## config.mk

```make
export PLATFORM = sky130hd
export DESIGN_NAME = relay_output_function_select
export DESIGN_NICKNAME = d
export VERILOG_FILES = /design/src/hw/relay_output_function_select.v
export VERILOG_INCLUDE_DIRS = /design/src /design/src/pkg
export SDC_FILE = /design/constraint.sdc
export NUM_CORES = 1
export LEC_CHECK = 0
export ABC_AREA = 0
export BUFFER_PORTS_ARGS = -buffer_cell sky130_fd_sc_hd__buf_2
export CORE_MARGIN = 1
export CORE_UTILIZATION = 30
export DETAILED_ROUTE_END_ITERATION = 10
export GPL_TIMING_DRIVEN = 0
export PLACE_DENSITY = 0.51
export SYNTH_ARGS = -nofsm -noshare
export SYNTH_HDL_FRONTEND = slang
export SYNTH_SLANG_ARGS = --single-unit
```

## constraint.sdc

```tcl
create_clock -name i_core_clk -period 3.4 [get_ports i_core_clk]
set_input_delay 0.51 -clock i_core_clk [delete_from_list [all_inputs] [get_ports i_core_clk]]
set_output_delay 0.51 -clock i_core_clk [all_outputs]
set_load 0.01 [all_outputs]
```

## src/pkg/relay_sel_defs.vh

```
/*
 Constants for the relay output function selector: register offsets,
 function codes, reset values and pulse timing.
 Assumes inclusion by bare name from design files under hw/.
*/
`ifndef RELAY_SEL_DEFS_VH
`define RELAY_SEL_DEFS_VH

`define CLK_FREQ_HZ        10000000
`define PULSE_TIME_MS      250
`define PULSE_CYCLES       ((`CLK_FREQ_HZ / 1000) * `PULSE_TIME_MS)

`define ADDR_W             4
`define OFS_FUNC_CODE      4'h0
`define OFS_STATUS         4'h1
`define OFS_IRQ_STATUS     4'h2
`define OFS_IRQ_ENABLE     4'h3
`define OFS_IRQ_CLEAR      4'h4

`define FUNC_CODE_RESET    8'h02

`define FC_NONE            8'h00
`define FC_RUNNING         8'h01
`define FC_FAULT_STOP      8'h02
`define FC_FREQ_LEVEL      8'h03
`define FC_FREQ_REACHED    8'h04
`define FC_ZERO_SPEED      8'h05
`define FC_MOTOR_OL        8'h06
`define FC_DRIVE_OL        8'h07
`define FC_SET_COUNT       8'h08
`define FC_DESIG_COUNT     8'h09
`define FC_LENGTH          8'h0A
`define FC_SEQ_DONE        8'h0B
`define FC_RUN_TIME        8'h0C
`define FC_FREQ_LIMIT      8'h0D
`define FC_TORQUE_LIMIT    8'h0E
`define FC_READY           8'h0F

`define IRQ_RELAY_ON       0
`define IRQ_RELAY_OFF      1
`define IRQ_W              2

`endif

```

## src/hw/relay_output_function_select.v

```verilog
/*
 Multi-function relay output selector: picks one drive status condition
 by function code and drives the board relay contact, with a register
 port and a level interrupt on relay edges.
 Assumes status inputs are synchronous to i_core_clk and already
 qualified by the drive's control core.
*/
`timescale 1ns/1ps
`include "relay_sel_defs.vh"

// Summary of operation
// - Code 0 keeps the relay off whatever the status.
// - Code 1 drives the relay while running, zero frequency included.
// - Code 2 drives the relay while a fault has stopped the drive.
// - Code 3 follows the first frequency level detect signal.
// - Code 4 follows the frequency reached signal.
// - Code 5 on only while running at zero frequency; off when stopped.
// - Code 6 follows the motor overload pre-alarm.
// - Code 7 follows the drive overload pre-alarm, ten seconds ahead.
// - Code 8 on when counter reaches the set count.
// - Code 9 on when counter reaches the designated count.
// - Code 10 on when actual length exceeds the length setting.
// - Code 11 holds the relay 250 ms from each program cycle done, restarting on a new one.
// - Code 12 on once cumulative run time passes its threshold.
// - Code 13 on when frequency is held at a limit.
// - Code 14 on while torque limited with stall protection active.
// - Code 15 on when supplies stable, no fault, drive operable.
// - Function code resets to 2, fault stop.
module relay_output_function_select #(
	parameter PULSE_CYCLES = `PULSE_CYCLES
) (
	// Clock and reset
	input  wire                 i_core_clk,
	input  wire                 i_rst_n,
	// Register port
	input  wire [`ADDR_W-1:0]   i_addr,
	input  wire [7:0]           i_wdata,
	input  wire                 i_wr,
	input  wire                 i_rd,
	output reg  [7:0]           o_rdata,
	// Drive status conditions
	input  wire                 i_running,
	input  wire                 i_fault_stop,
	input  wire                 i_freq_level_detect_one,
	input  wire                 i_freq_reached,
	input  wire                 i_zero_freq,
	input  wire                 i_motor_ol_prealarm,
	input  wire                 i_drive_ol_prealarm,
	input  wire                 i_set_count_reached,
	input  wire                 i_desig_count_reached,
	input  wire                 i_length_reached,
	input  wire                 i_sequence_program_done,
	input  wire                 i_run_time_reached,
	input  wire                 i_freq_limited,
	input  wire                 i_torque_limited,
	input  wire                 i_ready,
	// Relay and interrupt
	output reg                  o_board_relay_contact,
	output reg                  o_irq
);

	localparam CNT_W    = 32;
	localparam ST_W     = 2;
	// One-hot states of the program-cycle pulse
	localparam ST_IDLE  = 2'b01;
	localparam ST_PULSE = 2'b10;

	// Reset synchroniser
	reg                  rst_s1_reg;
	reg                  rst_s2_reg;
	wire                 rst_n;

	// Register port decode
	wire                 wr_func;
	wire                 wr_enable;
	wire                 wr_clear;
	reg  [7:0]           rdata_next;

	// Function code
	reg  [7:0]           func_code_reg;
	reg  [7:0]           func_code_next;

	// Program-cycle pulse
	reg  [ST_W-1:0]      pulse_state_reg;
	reg  [ST_W-1:0]      pulse_state_next;
	reg  [CNT_W-1:0]     pulse_cnt_reg;
	reg  [CNT_W-1:0]     pulse_cnt_next;
	reg                  done_d_reg;
	wire                 done_rise;
	wire                 pulse_active;
	wire [CNT_W-1:0]     cnt_one;
	wire [CNT_W-1:0]     cnt_load;

	// Relay selection
	reg                  relay_next;

	// Interrupt
	wire [`IRQ_W-1:0]    irq_event;
	reg  [`IRQ_W-1:0]    irq_status_reg;
	wire [`IRQ_W-1:0]    irq_status_next;
	reg  [`IRQ_W-1:0]    irq_enable_reg;
	reg  [`IRQ_W-1:0]    irq_enable_next;
	wire                 irq_next;
	genvar               gi;

	// Reset released through two flops
	always @(posedge i_core_clk or negedge i_rst_n)
	begin
		if (!i_rst_n)
		begin
			rst_s1_reg <= 1'b0;
			rst_s2_reg <= 1'b0;
		end
		else
		begin
			rst_s1_reg <= 1'b1;
			rst_s2_reg <= rst_s1_reg;
		end
	end
	assign rst_n = rst_s2_reg;

	// Register port decode
	assign wr_func   = i_wr && (i_addr == `OFS_FUNC_CODE);
	assign wr_enable = i_wr && (i_addr == `OFS_IRQ_ENABLE);
	assign wr_clear  = i_wr && (i_addr == `OFS_IRQ_CLEAR);

	// Any byte is kept; unsupported codes read back as written
	always @*
	begin
		func_code_next = func_code_reg;
		if (wr_func)
			func_code_next = i_wdata;
	end

	// Program-cycle pulse helpers
	assign cnt_one      = {{(CNT_W-1){1'b0}}, 1'b1};
	assign cnt_load     = PULSE_CYCLES;
	assign done_rise    = i_sequence_program_done & ~done_d_reg;
	assign pulse_active = (pulse_state_reg == ST_PULSE);

	// Runs under any code, so a code change shows a pulse in flight
	always @*
	begin
		pulse_state_next = pulse_state_reg;
		pulse_cnt_next   = pulse_cnt_reg;
		case (pulse_state_reg)
		ST_IDLE:
		begin
			if (done_rise)
			begin
				pulse_state_next = ST_PULSE;
				pulse_cnt_next   = cnt_load;
			end
		end
		ST_PULSE:
		begin
			if (done_rise)
			begin
				pulse_cnt_next = cnt_load;
			end
			else if (pulse_cnt_reg == cnt_one)
			begin
				pulse_state_next = ST_IDLE;
				pulse_cnt_next   = {CNT_W{1'b0}};
			end
			else
			begin
				pulse_cnt_next = pulse_cnt_reg - cnt_one;
			end
		end
		default:
		begin
			pulse_state_next = ST_IDLE;
			pulse_cnt_next   = {CNT_W{1'b0}};
		end
		endcase
	end

	// Relay selection; conditions are sampled every cycle
	always @*
	begin
		case (func_code_reg)
		`FC_NONE:
			relay_next = 1'b0;
		`FC_RUNNING:
			relay_next = i_running;
		`FC_FAULT_STOP:
			relay_next = i_fault_stop;
		`FC_FREQ_LEVEL:
			relay_next = i_freq_level_detect_one;
		`FC_FREQ_REACHED:
			relay_next = i_freq_reached;
		`FC_ZERO_SPEED:
			relay_next = i_running & i_zero_freq;
		`FC_MOTOR_OL:
			relay_next = i_motor_ol_prealarm;
		`FC_DRIVE_OL:
			relay_next = i_drive_ol_prealarm;
		`FC_SET_COUNT:
			relay_next = i_set_count_reached;
		`FC_DESIG_COUNT:
			relay_next = i_desig_count_reached;
		`FC_LENGTH:
			relay_next = i_length_reached;
		`FC_SEQ_DONE:
			relay_next = pulse_active;
		`FC_RUN_TIME:
			relay_next = i_run_time_reached;
		`FC_FREQ_LIMIT:
			relay_next = i_freq_limited;
		`FC_TORQUE_LIMIT:
			relay_next = i_torque_limited;
		`FC_READY:
			relay_next = i_ready & ~i_fault_stop;
		default:
			relay_next = 1'b0;
		endcase
	end

	// Relay edge events
	assign irq_event[`IRQ_RELAY_ON]  = relay_next & ~o_board_relay_contact;
	assign irq_event[`IRQ_RELAY_OFF] = ~relay_next & o_board_relay_contact;

	// Sticky status per bit; set wins over a same-cycle clear
	generate
		for (gi = 0; gi < `IRQ_W; gi = gi + 1)
		begin : g_irq
			assign irq_status_next[gi] = irq_event[gi] |
				(irq_status_reg[gi] & ~(wr_clear & i_wdata[gi]));
		end
	endgenerate

	// Enable register
	always @*
	begin
		irq_enable_next = irq_enable_reg;
		if (wr_enable)
			irq_enable_next = i_wdata[`IRQ_W-1:0];
	end

	// Line follows the stored status, not last cycle's copy
	assign irq_next = |(irq_status_next & irq_enable_reg);

	// Read data stand one cycle, zero otherwise
	always @*
	begin
		rdata_next = 8'h00;
		if (i_rd)
		begin
			case (i_addr)
			`OFS_FUNC_CODE:
				rdata_next = func_code_reg;
			`OFS_STATUS:
				rdata_next = {7'h00, o_board_relay_contact};
			`OFS_IRQ_STATUS:
				rdata_next = {6'h00, irq_status_reg};
			`OFS_IRQ_ENABLE:
				rdata_next = {6'h00, irq_enable_reg};
			default:
				rdata_next = 8'h00;
			endcase
		end
	end

	// Function code register
	always @(posedge i_core_clk or negedge rst_n)
	begin
		if (!rst_n)
		begin
			func_code_reg <= `FUNC_CODE_RESET;
		end
		else
		begin
			func_code_reg <= func_code_next;
		end
	end

	// Pulse state
	always @(posedge i_core_clk or negedge rst_n)
	begin
		if (!rst_n)
		begin
			pulse_state_reg <= ST_IDLE;
		end
		else
		begin
			pulse_state_reg <= pulse_state_next;
		end
	end

	// Pulse counter
	always @(posedge i_core_clk or negedge rst_n)
	begin
		if (!rst_n)
		begin
			pulse_cnt_reg <= {CNT_W{1'b0}};
		end
		else
		begin
			pulse_cnt_reg <= pulse_cnt_next;
		end
	end

	// Completion edge detector; idle level of the input is low
	always @(posedge i_core_clk or negedge rst_n)
	begin
		if (!rst_n)
		begin
			done_d_reg <= 1'b0;
		end
		else
		begin
			done_d_reg <= i_sequence_program_done;
		end
	end

	// Relay output
	always @(posedge i_core_clk or negedge rst_n)
	begin
		if (!rst_n)
		begin
			o_board_relay_contact <= 1'b0;
		end
		else
		begin
			o_board_relay_contact <= relay_next;
		end
	end

	// Interrupt status
	always @(posedge i_core_clk or negedge rst_n)
	begin
		if (!rst_n)
		begin
			irq_status_reg <= {`IRQ_W{1'b0}};
		end
		else
		begin
			irq_status_reg <= irq_status_next;
		end
	end

	// Interrupt enable
	always @(posedge i_core_clk or negedge rst_n)
	begin
		if (!rst_n)
		begin
			irq_enable_reg <= {`IRQ_W{1'b0}};
		end
		else
		begin
			irq_enable_reg <= irq_enable_next;
		end
	end

	// Interrupt line
	always @(posedge i_core_clk or negedge rst_n)
	begin
		if (!rst_n)
		begin
			o_irq <= 1'b0;
		end
		else
		begin
			o_irq <= irq_next;
		end
	end

	// Read data
	always @(posedge i_core_clk or negedge rst_n)
	begin
		if (!rst_n)
		begin
			o_rdata <= 8'h00;
		end
		else
		begin
			o_rdata <= rdata_next;
		end
	end

endmodule // relay_output_function_select

```

After elaboration in Yosys (flattened, before gate mapping)
Index checks and enable logic that the tools add are counted.

Memories kept: 0. Latch bits: 0. RAM bits: 0. Output and inout port bits: 10. Flip-flop bits (word level): 59. Memory bits (read-only): 0. Logic and storage cells: 72.

Divide/modulo/power cells: 0. Shift-type cells: 0. Eq/ne operators: 25. Bitwise gates (word level): 18. Reduce and logical (&&, ||, !) cells: 6. Multiply operators: 0. Add/subtract/negate cells: 1. Muxes and demuxes: 11. $lt $le $gt $ge: 0.

Operators by type and width (count): $mux 32 (3); $eq 8x4->1 const B (8); $pmux 32 s2 (1); $eq 32x1->1 const B (1); $eq 8x3->1 const B (4); $pmux 8 s4 (1); $sub 32x1->32 const B (1); $eq 8x2->1 const B (2); $pmux 1 s15 (1); $and 1x1->1 (9); $eq 4x2->1 const B (2); $eq 8x1->1 const B (1); $mux 8 (1); $mux 2 (3); $not 1->1 (6); $eq 4x1->1 const B (1); $eq 4x3->1 const B (1); $logic_not 4->1 (1); $ne 2x2->1 const B (2); $pmux 2 s2 (1); $logic_and 1x1->1 (3); $reduce_and 3->1 (1); $and 2x2->2 (1); $eq 2x1->1 const B (1); other kinds (4) (5).

Depth between registers and ports, before layout
Gate-level depths: netlist of run 1.

Depth in word-level cells: 8. Mapped depth: 10. Gate-level depth less buffers: 7.

Worst setup path before layout of run 1
No wires, ideal clock.

Path kind: flip-flop to flip-flop. Start: register pulse_cnt_reg[20]. End: register pulse_cnt_reg[2]. Required time: 3271 ps. Clock period less this slack: 2715 ps. Buffers on the path: 3. Cell stages (with the launch flop): 9. Arrival: 2586 ps. Path slack: 685 ps. Setup time: 129 ps. Cells stage by stage: dfrtp_1 > or4_4 > or4_4 > or4_4 > buf_6 > buf_6 > buf_6 > a32oi_1 > nor2_1.

Word-level cells in the longest chain between the ends: 4.

Ends and longest elaborated chain: start, declared (RTL line relay_output_function_select.v:86) `reg [CNT_W-1:0] pulse_cnt_reg;`; start signal, assigned (RTL line relay_output_function_select.v:296) `pulse_cnt_reg <= {CNT_W{1'b0}};`; start signal, assigned (RTL line relay_output_function_select.v:300) `pulse_cnt_reg <= pulse_cnt_next;`; $eq 32x1->1 (RTL line relay_output_function_select.v:161) `else if (pulse_cnt_reg == cnt_one)`; $mux 32 (RTL line relay_output_function_select.v:161); $mux 32 (RTL line relay_output_function_select.v:157) `if (done_rise)`; $pmux 32 s2 (RTL line relay_output_function_select.v:146) `case (pulse_state_reg)`.

Every way passes these cells. A chain may end at the register's enable or synchronous reset.

Worst setup path in the final report of run 1
Start: register pulse_cnt_reg[10]. End: register pulse_cnt_reg[21].

Word-level cells in the longest chain between the ends: 4. Elaborated cells on any way between the ends: 5. Classes of those cells: add/sub (1); eq/ne (1); mux (3).

Ends and longest elaborated chain (RTL line): $sub 32x1->32 or $eq 32x1->1 (tied branches) (relay_output_function_select.v:168, relay_output_function_select.v:161); $mux 32 * (relay_output_function_select.v:161); $mux 32 * (relay_output_function_select.v:157); $pmux 32 s2 * (relay_output_function_select.v:146).

Mark *: on every way between the ends. The rest lies on a longest branch, timed or not.

==> PnR_summary.wiki, run 1 <==
{| class="wikitable"
! Metric !! Value
|-
| Number of hold violations in the final report || 0
|-
| Highest-utilization routing layer at the global route stage || met2
|-
| Remaining routing DRC violations || 0
|-
| Largest incremental delay on the critical path || 930 ps
|-
| Critical R2R Launch || pulse_cnt_reg[10]
|-
| Max FFs per register || 32
|-
| Logic pwr share || 0.473
|-
| Post-synthesis compound-gate area fraction || 0.167
|-
| Number of buffers added on ports || 38
|-
| Final wirelength || 8660 um
|-
| Deepest clock path buffer count || 2
|-
| Global-route track usage on met2 || 0.260
|-
| YS warnings || 0
|-
| Slew at the pin with the worst max-slew slack || 1070 ps
|-
| Critical Setup Path Class || reg2reg
|-
| Detailed-routing iteration count for the pre-antenna-repair pass || 4
|-
| Die area || 11300 um2
|-
| Post-synth EDFFs || 0
|-
| Top library cells by usage in the layout, fill and taps aside || dfrtp_1 (56), buf_2 (40), a31oi_1 (28)
|-
| # placed instances || 514
|-
| Final hold slack || 219 ps
|-
| Fin crit period || 3050 ps
|-
| Met3 track demand over resource || 0.0331
|-
| Maximum level of the CTS H-tree || 3
|-
| Finished Cell Area || just under 4000 um2
|-
| Peak clock frequency supported by timing || 328 MHz
|-
| Count of hold-fix buffers inserted at cts || 1
|-
| Layout cell share with drive strength beyond 1 || 0.215
|-
| Final standard cell count with taps included and fillers excluded || 531
|-
| Async S/R FF share, synth || 1.00
|-
| Most common cell after layout, fill and taps aside || dfrtp_1
|-
| M1 GR Usage || 0.221
|-
| CTS clk-pin slew, worst paths || 70 ps
|-
| CP max FO || 10
|-
| Result of the run || finished clean
|-
| Post-synthesis xor/xnor area fraction || 0
|-
| Post-synthesis sequential element count || 59
|-
| Initial antenna violation count || 0
|-
| LEAKAGE || 1.70 nW
|-
| Maximum ir drop on the vdd rail || 0.463 mV
|-
| Number of buffers created by CTS || 9
|-
| Site Rows || 37
|-
| Total power divided by cell area || 841 nW/um2
|-
| Post-synthesis net count || 374
|-
| Core Footprint || 10500 um2
|-
| Synth-to-layout area growth || 18.4%
|-
| Sinks on Clock Net || ~60
|-
| Startpoint type of the worst setup path || register
|-
| Pin count of the biggest net entering global routing || 40
|-
| Global-route wire length before repair || 14600 um
|-
| Data arrival time at the worst-slack endpoint || approximately 3300 ps
|-
| Sequential fraction of the synthesis area || 0.452
|-
| Launch point of the worst path || pulse_cnt_reg[10]
|-
| Slowest CP cell || nor4_1
|-
| Critical Path, Cell by Cell || nor4_1 -> nand3_1 -> o311ai_2 -> o21ai_0 -> a221o_1
|-
| Simple-Gate Fraction of Synth Area || 0.251
|-
| Synthesized area divided by synthesized cell count || 9.66 um2
|-
| # setup viols final || 0
|-
| Clock power share || 0.206
|-
| Insertion delay of the later-clocked pin in the worst-skew pair || 330 ps
|-
| Power Internal || roughly 1.8 mW
|-
| Number of top-level pins || 41
|-
| Share of total power in sequential cells || 0.321
|-
| Last weighted congestion value of the routability-driven placer || approximately 0.8
|-
| Worst min-delay path class || reg2async
|-
| Number of nets in the layout || 425
|-
| Net switching fraction of the power || 0.442
|-
| Worst rel slew slack || 0.283
|-
| Required time worst endpoint || 3620 ps
|-
| Detailed-route via count || ~2900
|-
| TNS Setup || 0 ps
|-
| Sw Pwr || 1.44 mW
|-
| DP Wirelength || 6120 um
|-
| Netlist area before placement || 3270 um2
|-
| Grt ovf || 0
|-
| Total routing usage reported by global routing || 0.165
|-
| Number of inserted diodes || 0
|-
| Total Power || 3.26 mW
|-
| Final critical-path share of the clock period || 0.897
|-
| Vias in the first global route || between 2000 and 3000
|-
| Setup crit end kind || register
|-
| Routed Antenna Nets || 0
|-
| Number of distinct standard cells referenced by the synthesized netlist || 49
|-
| Clock root buffer || clkbuf_8
|-
| Portion of netlist area occupied by mux cells || 0.0680
|-
| Unrepaired setup endpoints after global routing || no
|-
| Most used DFF post-synth || dfrtp_1
|-
| Setup repair bufs after CTS || 0
|-
| Max-cap violations || 0
|-
| Adder and majority cell fraction of the synthesized area || 0.0153
|-
| Starting DRT DRC Count || 210
|-
| Count of final max-slew check failures || 0
|-
| Starting utilization of the core area || 0.313
|-
| Main combinational cell family by area after synthesis || simple AND/OR/NAND/NOR gates
|-
| CTS-repair resized insts || 0
|-
| Vias per inst || roughly 5.5
|-
| Placed inst area || 3650 um2
|-
| Clock Skews || 5.21 ps
|-
| Average wire length per cell after detail routing || 16.3 um
|-
| Number of instances in the synthesized netlist || 339
|-
| X dimension of the die || approximately 110 um
|-
| Height of the die || 106 um
|-
| CTS tree || yes
|}
-- per-stage QoR --
stage	setup WS, ps	util
after floorplan	685	-
after global placement	165	0.347
after detailed placement	130	0.349
after CTS	165	0.370
after global routing	119	0.370
final	352	0.370
-- power groups by stage --
stage / registers, mW / logic, mW / clock network, mW
3_5_place_dp: 1.06 / 1.52 / 0
2_1_floorplan: 1.02 / 1.14 / 0
4_1_cts: 1.04 / 1.53 / 0.694
6_report: 1.05 / 1.54 / 0.672
3_3_place_gp: 1.06 / 1.50 / 0
5_1_grt: 1.08 / 1.73 / 0.730
-- critical path: cells and delay by family, from the launching register on --
| kind | cells | cell delay, ps |
|---|---|---|
| AND/OR/NAND/NOR | 2 | 1260 |
| AO/OA/AOI/OAI | 3 | 1240 |
| flip-flops | 1 | 430 |
-- metal layers --
layer / vias to the layer above / share of wire
li1: 1408 / -
met1: 1391 / 0.48
met2: 100 / 0.44
met5: - / 0
met4: 0 / 0.025
met3: 17 / 0.059
-- Yosys cell counts (4+ instances only) --
cell type,count,share of area
nor2b_1,4,0.0076
a21oi_1,8,0.012
ha_1,4,0.015
nor4_1,14,0.027
mux2_2,12,0.041
o21ai_0,13,0.020
or4_1,4,0.0092
and2_1,10,0.019
inv_1,14,0.016
nor2_1,21,0.024
nand2_1,19,0.022
nand3_1,11,0.017
o22ai_1,4,0.0076
dfrtp_1,57,0.44
nand3b_1,9,0.021
a211o_1,4,0.011
clkbuf_1,13,0.015
o211ai_1,4,0.0092
nand4_1,13,0.025
nor3_1,17,0.026
or3_1,6,0.011
a31oi_1,28,0.054
-- cell type report --
class | instances | area (um2)
clock inverters | 4 | 50.0
fillers | 1073 | 6590
well taps | 136 | 170
plain buffers | 19 | 96.3
multi-input cells | 247 | 1650
flip-flops and latches | 59 | 1480
clock buffers | 12 | 155
repair buffers | 40 | 220
inverters | 14 | 52.6
-- logic make-up after synthesis --
family | after synthesis
AO/OA/AOI/OAI | 80
buffers and inverters | 33
multiplexers | 17
AND/OR/NAND/NOR | 145
other | 1
flip-flops | 59
adder cells (fa/ha/maj) | 4
-- path summary, 6_finish.rpt --
| check | endpoint | slack, ps | cells past startpoint |
|---|---|---|---|
| worst max-delay path | pulse_cnt_reg[21] | 350 | 5 |
| worst min-delay path | irq_status_reg[0] | 220 | 0 |
| worst max register to register | pulse_cnt_reg[21] | 350 | 5 |
| worst min register to register | irq_status_reg[0] | 220 | 0 |
| max in group asynchronous | func_code_reg[1] | 2560 | 1 |
| min in group i_core_clk | done_d_reg | 310 | 1 |
No activity file was read; power rests on OpenSTA's default activity.
==> run 2: changes to the inputs <==
--- a/config.mk
+++ b/config.mk
@@ -6,9 +6,8 @@
 export SDC_FILE = /design/constraint.sdc
 export NUM_CORES = 1
 export LEC_CHECK = 0
-export ABC_AREA = 0
+export ABC_AREA = 1
 export BUFFER_PORTS_ARGS = -buffer_cell sky130_fd_sc_hd__buf_2
-export CORE_MARGIN = 1
 export CORE_UTILIZATION = 30
 export DETAILED_ROUTE_END_ITERATION = 10
 export GPL_TIMING_DRIVEN = 0
==> constraint.sdc (replaced) <==
create_clock -name i_core_clk -period 3.6 [get_ports i_core_clk]
set_input_delay 0.54 -clock i_core_clk [delete_from_list [all_inputs] [get_ports i_core_clk]]
set_output_delay 0.54 -clock i_core_clk [all_outputs]
set_load 0.01 [all_outputs]
==> PnR_summary.wiki, run 2 <==
{| class="wikitable"
! Metric !! Value
|-
| Finished Cell Area || 4280 um2
|-
| Async S/R FF share, synth || 1.00
|-
| Number of hold violations in the final report || 0
|-
| Launch point of the worst path || pulse_state_reg[0]
|-
| Final wirelength || 8880 um
|-
| Most used DFF post-synth || dfrtp_1
|-
| Number of buffers added on ports || 40
|-
| Last weighted congestion value of the routability-driven placer || 0.860
|-
| Startpoint type of the worst setup path || register
|-
| Peak clock frequency supported by timing || between 400 and 500 MHz
|-
| Slew at the pin with the worst max-slew slack || 850 ps
|-
| Count of hold-fix buffers inserted at cts || 1
|-
| Number of top-level pins || ~40
|-
| Top library cells by usage in the layout, fill and taps aside || nand2_1 (122), nor2_1 (72), inv_1 (56), dfrtp_1 (56), buf_2 (42)
|-
| Detailed-routing iteration count for the pre-antenna-repair pass || 5
|-
| Post-synthesis net count || 492
|-
| Number of nets in the layout || 545
|-
| Worst min-delay path class || in2reg
|-
| Crit path setup slack, layout || 1520 ps
|-
| Setup repair bufs after CTS || 0
|-
| X dimension of the die || 111 um
|-
| Hold path startpoint || i_sequence_program_done
|-
| Data arrival time at the worst-slack endpoint || about 2300 ps
|-
| Sinks on Clock Net || 59
|-
| Max FFs per register || 32
|-
| # placed instances || 641
|-
| LEAKAGE || 2.17 nW
|-
| Deepest clock path buffer count || 2
|-
| Layout cell share with drive strength beyond 1 || 0.200
|-
| Setup crit end kind || register
|-
| Slowest CP cell || dfstp_2
|-
| Most common cell on crit path || nand2_1
|-
| Insertion delay of the later-clocked pin in the worst-skew pair || 330 ps
|-
| Most frequent cell after synthesis || nand2_1
|-
| CTS-repair resized insts || 0
|-
| # setup viols final || 0
|-
| Post-Place Worst Slack || ~1500 ps
|-
| Required time worst endpoint || 3860 ps
|-
| Remaining routing DRC violations || 0
|-
| Starting utilization of the core area || 0.308
|-
| Seq. cell area || 1480 um2
|-
| Site Rows || 39
|-
| Height of the die || 111 um
|-
| Pin count of the biggest net entering global routing || 36
|-
| CP max FO || 10
|-
| Leading cell types by count after synthesis || nand2_1 (122), nor2_1 (72), dfrtp_1 (57)
|-
| Number of distinct standard cells referenced by the synthesized netlist || 34
|-
| Most area-consuming cells after synthesis || dfrtp_1 (40%), nand2_1 (13%), nor2_1 (7.6%)
|-
| Synth-to-layout area growth || 21.1%
|-
| CTS clk-pin slew, worst paths || 50 ps
|-
| Netlist area before placement || approximately 3500 um2
|-
| Largest area contributor in the synthesized netlist || dfrtp_1
|-
| Starting DRT DRC Count || 170
|-
| Most common cell after layout, fill and taps aside || nand2_1
|-
| Sequential fraction of the synthesis area || 0.418
|-
| Final critical-path share of the clock period || 0.577
|-
| Final hold slack || between 300 and 400 ps
|-
| Average wire length per cell after detail routing || around 13 um
|-
| Maximum ir drop on the vdd rail || 0.429 mV
|-
| Fin crit period || ~2100 ps
|-
| Detailed-route via count || 3075
|-
| Maximum level of the CTS H-tree || 3
|-
| Post-synth EDFFs || 0
|-
| Register-to-register setup slack || 1520 ps
|-
| Synthesized area divided by synthesized cell count || 7.74 um2
|-
| TNS Setup || 0 ps
|-
| DP Wirelength || approximately 6700 um
|-
| Unrepaired setup endpoints after global routing || no
|-
| Core Footprint || approximately 11000 um2
|-
| Placed inst area || 3950 um2
|-
| Total Power || 3.55 mW
|-
| Result of the run || finished clean
|-
| Total power divided by cell area || about 830 nW/um2
|-
| CTS tree || yes
|-
| Vias per inst || 4.67
|-
| Critical Path, Cell by Cell || ha_1 -> inv_1 -> nor2_1 -> buf_4 -> clkbuf_1 -> nand2_1 -> nand2_1
|-
| Critical R2R Launch || pulse_state_reg[0]
|-
| Final standard cell count with taps included and fillers excluded || 658
|-
| Grt ovf || 0
|-
| Routed Antenna Nets || 0
|-
| Largest incremental delay on the critical path || 530 ps
|-
| Vias in the first global route || 3102
|-
| Global-route wire length before repair || 15100 um
|-
| Critical Setup Path Class || reg2reg
|-
| Multi-input logic area || 1780 um2
|-
| YS warnings || 0
|-
| Final core area utilization || 0.373
|-
| Count of final max-slew check failures || 0
|-
| Number of inserted diodes || 0
|-
| Post-synthesis sequential element count || 59
|-
| Initial antenna violation count || 0
|-
| Clock Skews || 6.34 ps
|-
| Number of buffers created by CTS || 9
|-
| Number of fill cells || 1182
|-
| Number of instances in the synthesized netlist || approximately 460
|-
| Max-cap violations || 0
|-
| Total routing usage reported by global routing || 0.154
|-
| Top-area cell type share of the netlist area || 0.403
|-
| Worst rel slew slack || 0.434
|-
| Die area || 12200 um2
|-
| Clock root buffer || clkbuf_16
|}
[run 2: layout make-up]
| type | instances | area share |
|---|---|---|
| buffer | 7 | 0.0152 |
| tap | 143 | 0.0418 |
| sequential | 59 | 0.346 |
| timing repair buffer | 42 | 0.0555 |
| inverter | 56 | 0.0491 |
| multi-input combinational | 335 | 0.416 |
| clock buffer | 9 | 0.0526 |
| clock inverter | 7 | 0.0240 |
[run 2: cell families (layout without fill, tap and decap cells)]
kind of cell    after synthesis  after routing  synth area share
compound gates               53             53             0.110
xor+xnor                     22             22            0.0545
fa+ha+maj                     4              4            0.0141
buf+inv                      63            121            0.0778
flops                        59             59             0.418
other cells                   1              1           0.00106
simple gates                255            255             0.324
[run 2: where the power goes]
group / total, mW / switching, mW / internal, mW
sequential: 0.909 / 0.118 / 0.791
clock: 0.938 / 0.328 / 0.610
combinational: 1.71 / 1.14 / 0.567
[run 2: critical path, delay by kind of cell (launching register included)]
family / cells / cell delay [ps]
flops: 1 / 530
simple gates: 3 / 490
fa+ha+maj: 1 / 170
buf+inv: 3 / 820
[run 2: per-layer routing]
layer | GRT usage | part of all wire | vias to the layer above
met5 | 0 | 0 | -
met1 | 0.197 | 0.46 | 1444
met4 | 0.0587 | 0.018 | 0
met2 | 0.255 | 0.48 | 64
li1 | - | - | 1555
met3 | 0.0335 | 0.035 | 12
[run 2: final timing paths]
path | endpoint | depth (start not counted)
worst max-delay path | pulse_cnt_reg[7] | 7
worst min-delay path | done_d_reg | 1
worst max register to register | pulse_cnt_reg[7] | 7
worst min register to register | rst_n | 0
max in group asynchronous | pulse_state_reg[0] | 1
min in group asynchronous | o_rdata[7] | 0
==> run 3: changes to the inputs <==
--- a/config.mk
+++ b/config.mk
@@ -11,7 +11,7 @@
 export CORE_UTILIZATION = 30
 export DETAILED_ROUTE_END_ITERATION = 10
 export GPL_TIMING_DRIVEN = 0
-export PLACE_DENSITY = 0.51
+export PLACE_DENSITY = 0.52
 export SYNTH_ARGS = -nofsm -noshare
 export SYNTH_HDL_FRONTEND = slang
 export SYNTH_SLANG_ARGS = --single-unit
==> constraint.sdc (replaced) <==
create_clock -name i_core_clk -period 1.8 [get_ports i_core_clk]
set_input_delay 0.27 -clock i_core_clk [delete_from_list [all_inputs] [get_ports i_core_clk]]
set_output_delay 0.27 -clock i_core_clk [all_outputs]
set_load 0.01 [all_outputs]
==> PnR_summary.wiki, run 3 (synthesis results as in run 2) <==
{| class="wikitable"
! Metric !! Value
|-
| Clock Skews || 6.05 ps
|-
| Startpoint type of the worst setup path || register
|-
| Setup crit end kind || register
|-
| Height of the die || 111 um
|-
| Remaining routing DRC violations || 0
|-
| Slowest CP cell || dfrtp_1
|-
| Vias per inst || 4.62
|-
| Site Rows || 39
|-
| DP Wirelength || 6680 um
|-
| Final wirelength || 8850 um
|-
| X dimension of the die || ~110 um
|-
| Number of nets in the layout || roughly 550
|-
| Total routing usage reported by global routing || 0.153
|-
| Peak clock frequency supported by timing || 583 MHz
|-
| Count of final max-slew check failures || 0
|-
| RR Endpoint || pulse_cnt_reg[29]
|-
| Power Internal || between 3 and 4 mW
|-
| Vias in the first global route || 3123
|-
| Total Power || 7.13 mW
|-
| Max FFs per register || 32
|-
| Last weighted congestion value of the routability-driven placer || ~0.86
|-
| Final hold slack || 56.6 ps
|-
| Number of fill cells || 1197
|-
| Max-cap violations || 0
|-
| Starting utilization of the core area || 0.308
|-
| Number of hold violations in the final report || 0
|-
| Most common cell after layout, fill and taps aside || nand2_1
|-
| Final core area utilization || 0.380
|-
| Sw Pwr || 3.28 mW
|-
| Starting DRT DRC Count || 141
|-
| Fin crit period || about 1700 ps
|-
| Critical Setup Path Class || reg2reg
|-
| Total power divided by cell area || 1640 nW/um2
|-
| Finished Cell Area || 4360 um2
|-
| CTS tree || yes
|-
| Detailed-routing iteration count for the pre-antenna-repair pass || 4
|-
| Worst hold endpoint || done_d_reg
|-
| Maximum level of the CTS H-tree || 3
|-
| Register-to-register setup slack || 80 ps
|-
| Die area || 12200 um2
|-
| Number of top-level pins || 41
|-
| Instance count along the most critical hold path || 1
|-
| Layout cell share with drive strength beyond 1 || 0.247
|-
| # placed instances || 641
|-
| Data arrival time at the worst-slack endpoint || 1920 ps
|-
| Share of total power in sequential cells || 0.255
|-
| Synth-to-layout area growth || 23.3%
|-
| Average wire length per cell after detail routing || 13.3 um
|-
| Number of buffers added on ports || 40
|-
| Pin count of the biggest net entering global routing || 35
|-
| Top library cells by usage in the layout, fill and taps aside || nand2_1 (119), nor2_1 (65), dfrtp_1 (55)
|-
| Net switching fraction of the power || 0.460
|-
| LEAKAGE || 2.19 nW
|-
| Clock root buffer || clkbuf_16
|-
| Worst min-delay path class || in2reg
|-
| Routed Antenna Nets || 0
|-
| Core Footprint || 11500 um2
|-
| Slew at the pin with the worst max-slew slack || 810 ps
|-
| Result of the run || finished clean
|-
| # setup viols final || 0
|-
| R2R cell count || 9
|-
| Initial antenna violation count || 0
|-
| CTS clk-pin slew, worst paths || roughly 60 ps
|-
| Post-Place Worst Slack || -270 ps
|-
| Deepest clock path buffer count || 2
|-
| Crit path setup slack, layout || 84.8 ps
|-
| Unrepaired setup endpoints after global routing || yes
|-
| Sinks on Clock Net || 59
|-
| Maximum ir drop on the vdd rail || 0.755 mV
|-
| Critical Path, Cell by Cell || nor2_1 -> nand2_2 -> nor2_1 -> nand2_2 -> nor2_4 -> nor2_8 -> nand3_4 -> clkbuf_16 -> o22ai_2
|-
| Final standard cell count with taps included and fillers excluded || 665
|-
| Number of inserted diodes || 0
|-
| Clock power share || 0.228
|-
| Global-route wire length before repair || 14900 um
|-
| Largest incremental delay on the critical path || roughly 420 ps
|-
| CP max FO || 5
|-
| Number of buffers created by CTS || 9
|-
| TNS Setup || 0 ps
|-
| Grt ovf || 0
|-
| Insertion delay of the later-clocked pin in the worst-skew pair || 330 ps
|-
| Worst rel slew slack || 0.460
|-
| Detailed-route via count || 3072
|-
| Placed inst area || 3940 um2
|-
| Required time worst endpoint || 2010 ps
|-
| Final critical-path share of the clock period || 0.953
|-
| Logic pwr share || 0.516
|-
| Hold path startpoint || i_sequence_program_done
|-
| Critical R2R Launch || pulse_cnt_reg[7]
|}
-- run 3: changes by cell type in the layout (fill, tap and decap cells not counted), sizes merged --
cell	change
bufinv	-2
clkinv	-2
clkinvlp	+1
buf	+6
inv	+3
clkbuf	+1
-- run 3: final cells by class --
type | count | area, um2 | area share
Buffer | 7 | 72.6 | 0.0166
Clock buffer | 9 | 225 | 0.0516
Clock inverter | 7 | 58.8 | 0.0135
Inverter | 56 | 210 | 0.0482
Multi-Input combinational cell | 335 | 1830 | 0.420
Sequential cell | 59 | 1480 | 0.340
Tap cell | 143 | 179 | 0.0410
Timing Repair Buffer | 49 | 304 | 0.0697
-- run 3: power by group through the flow --
stage | Sequential, mW | Clock (mW) | Combinational [mW]
finish | 1.82 | 1.63 | 3.68
global route | 1.86 | 1.74 | 4.13
CTS | 1.81 | 1.68 | 3.46
detailed placement | 1.83 | 0 | 3.41
global placement | 1.84 | 0 | 3.37
floorplan | 1.78 | 0 | 2.66
-- run 3: critical path: cells and delay by family (launching register included) --
kind	cells	cell delay, ps
buffers and inverters	1	180
flip-flops	1	420
AND/OR/NAND/NOR	7	930
AO/OA/AOI/OAI	1	50
-- run 3: repair_timing --
item,in CTS,in global routing
setup endpoints to repair,23,33
gates cloned,0,1
pin swaps,0,2
gates resized for setup,6,19
endpoints found under the hold margin,2,0
hold buffers,1,0
buffers inserted,0,6
-- run 3: metal layers --
metal	wire length (um)	vias up	GRT usage
li1	-	1576	-
met1	4130	1426	0.187
met2	4240	62	0.260
met3	380	8	0.0379
met4	108	0	0.0560
met5	0	-	0
-- run 3: how the worst max path moves through the flow --
stage	from	endpoint	slack [ps]
after global routing	pulse_cnt_reg[14]	pulse_cnt_reg[21]	-9
after global placement	rst_n	pulse_cnt_reg[12]	-780
final	pulse_cnt_reg[7]	pulse_cnt_reg[29]	80
after detailed placement	pulse_state_reg[0]	pulse_cnt_reg[20]	-270
after CTS	pulse_cnt_reg[0]	pulse_cnt_reg[26]	2
after floorplan	rst_n	done_d_reg	40
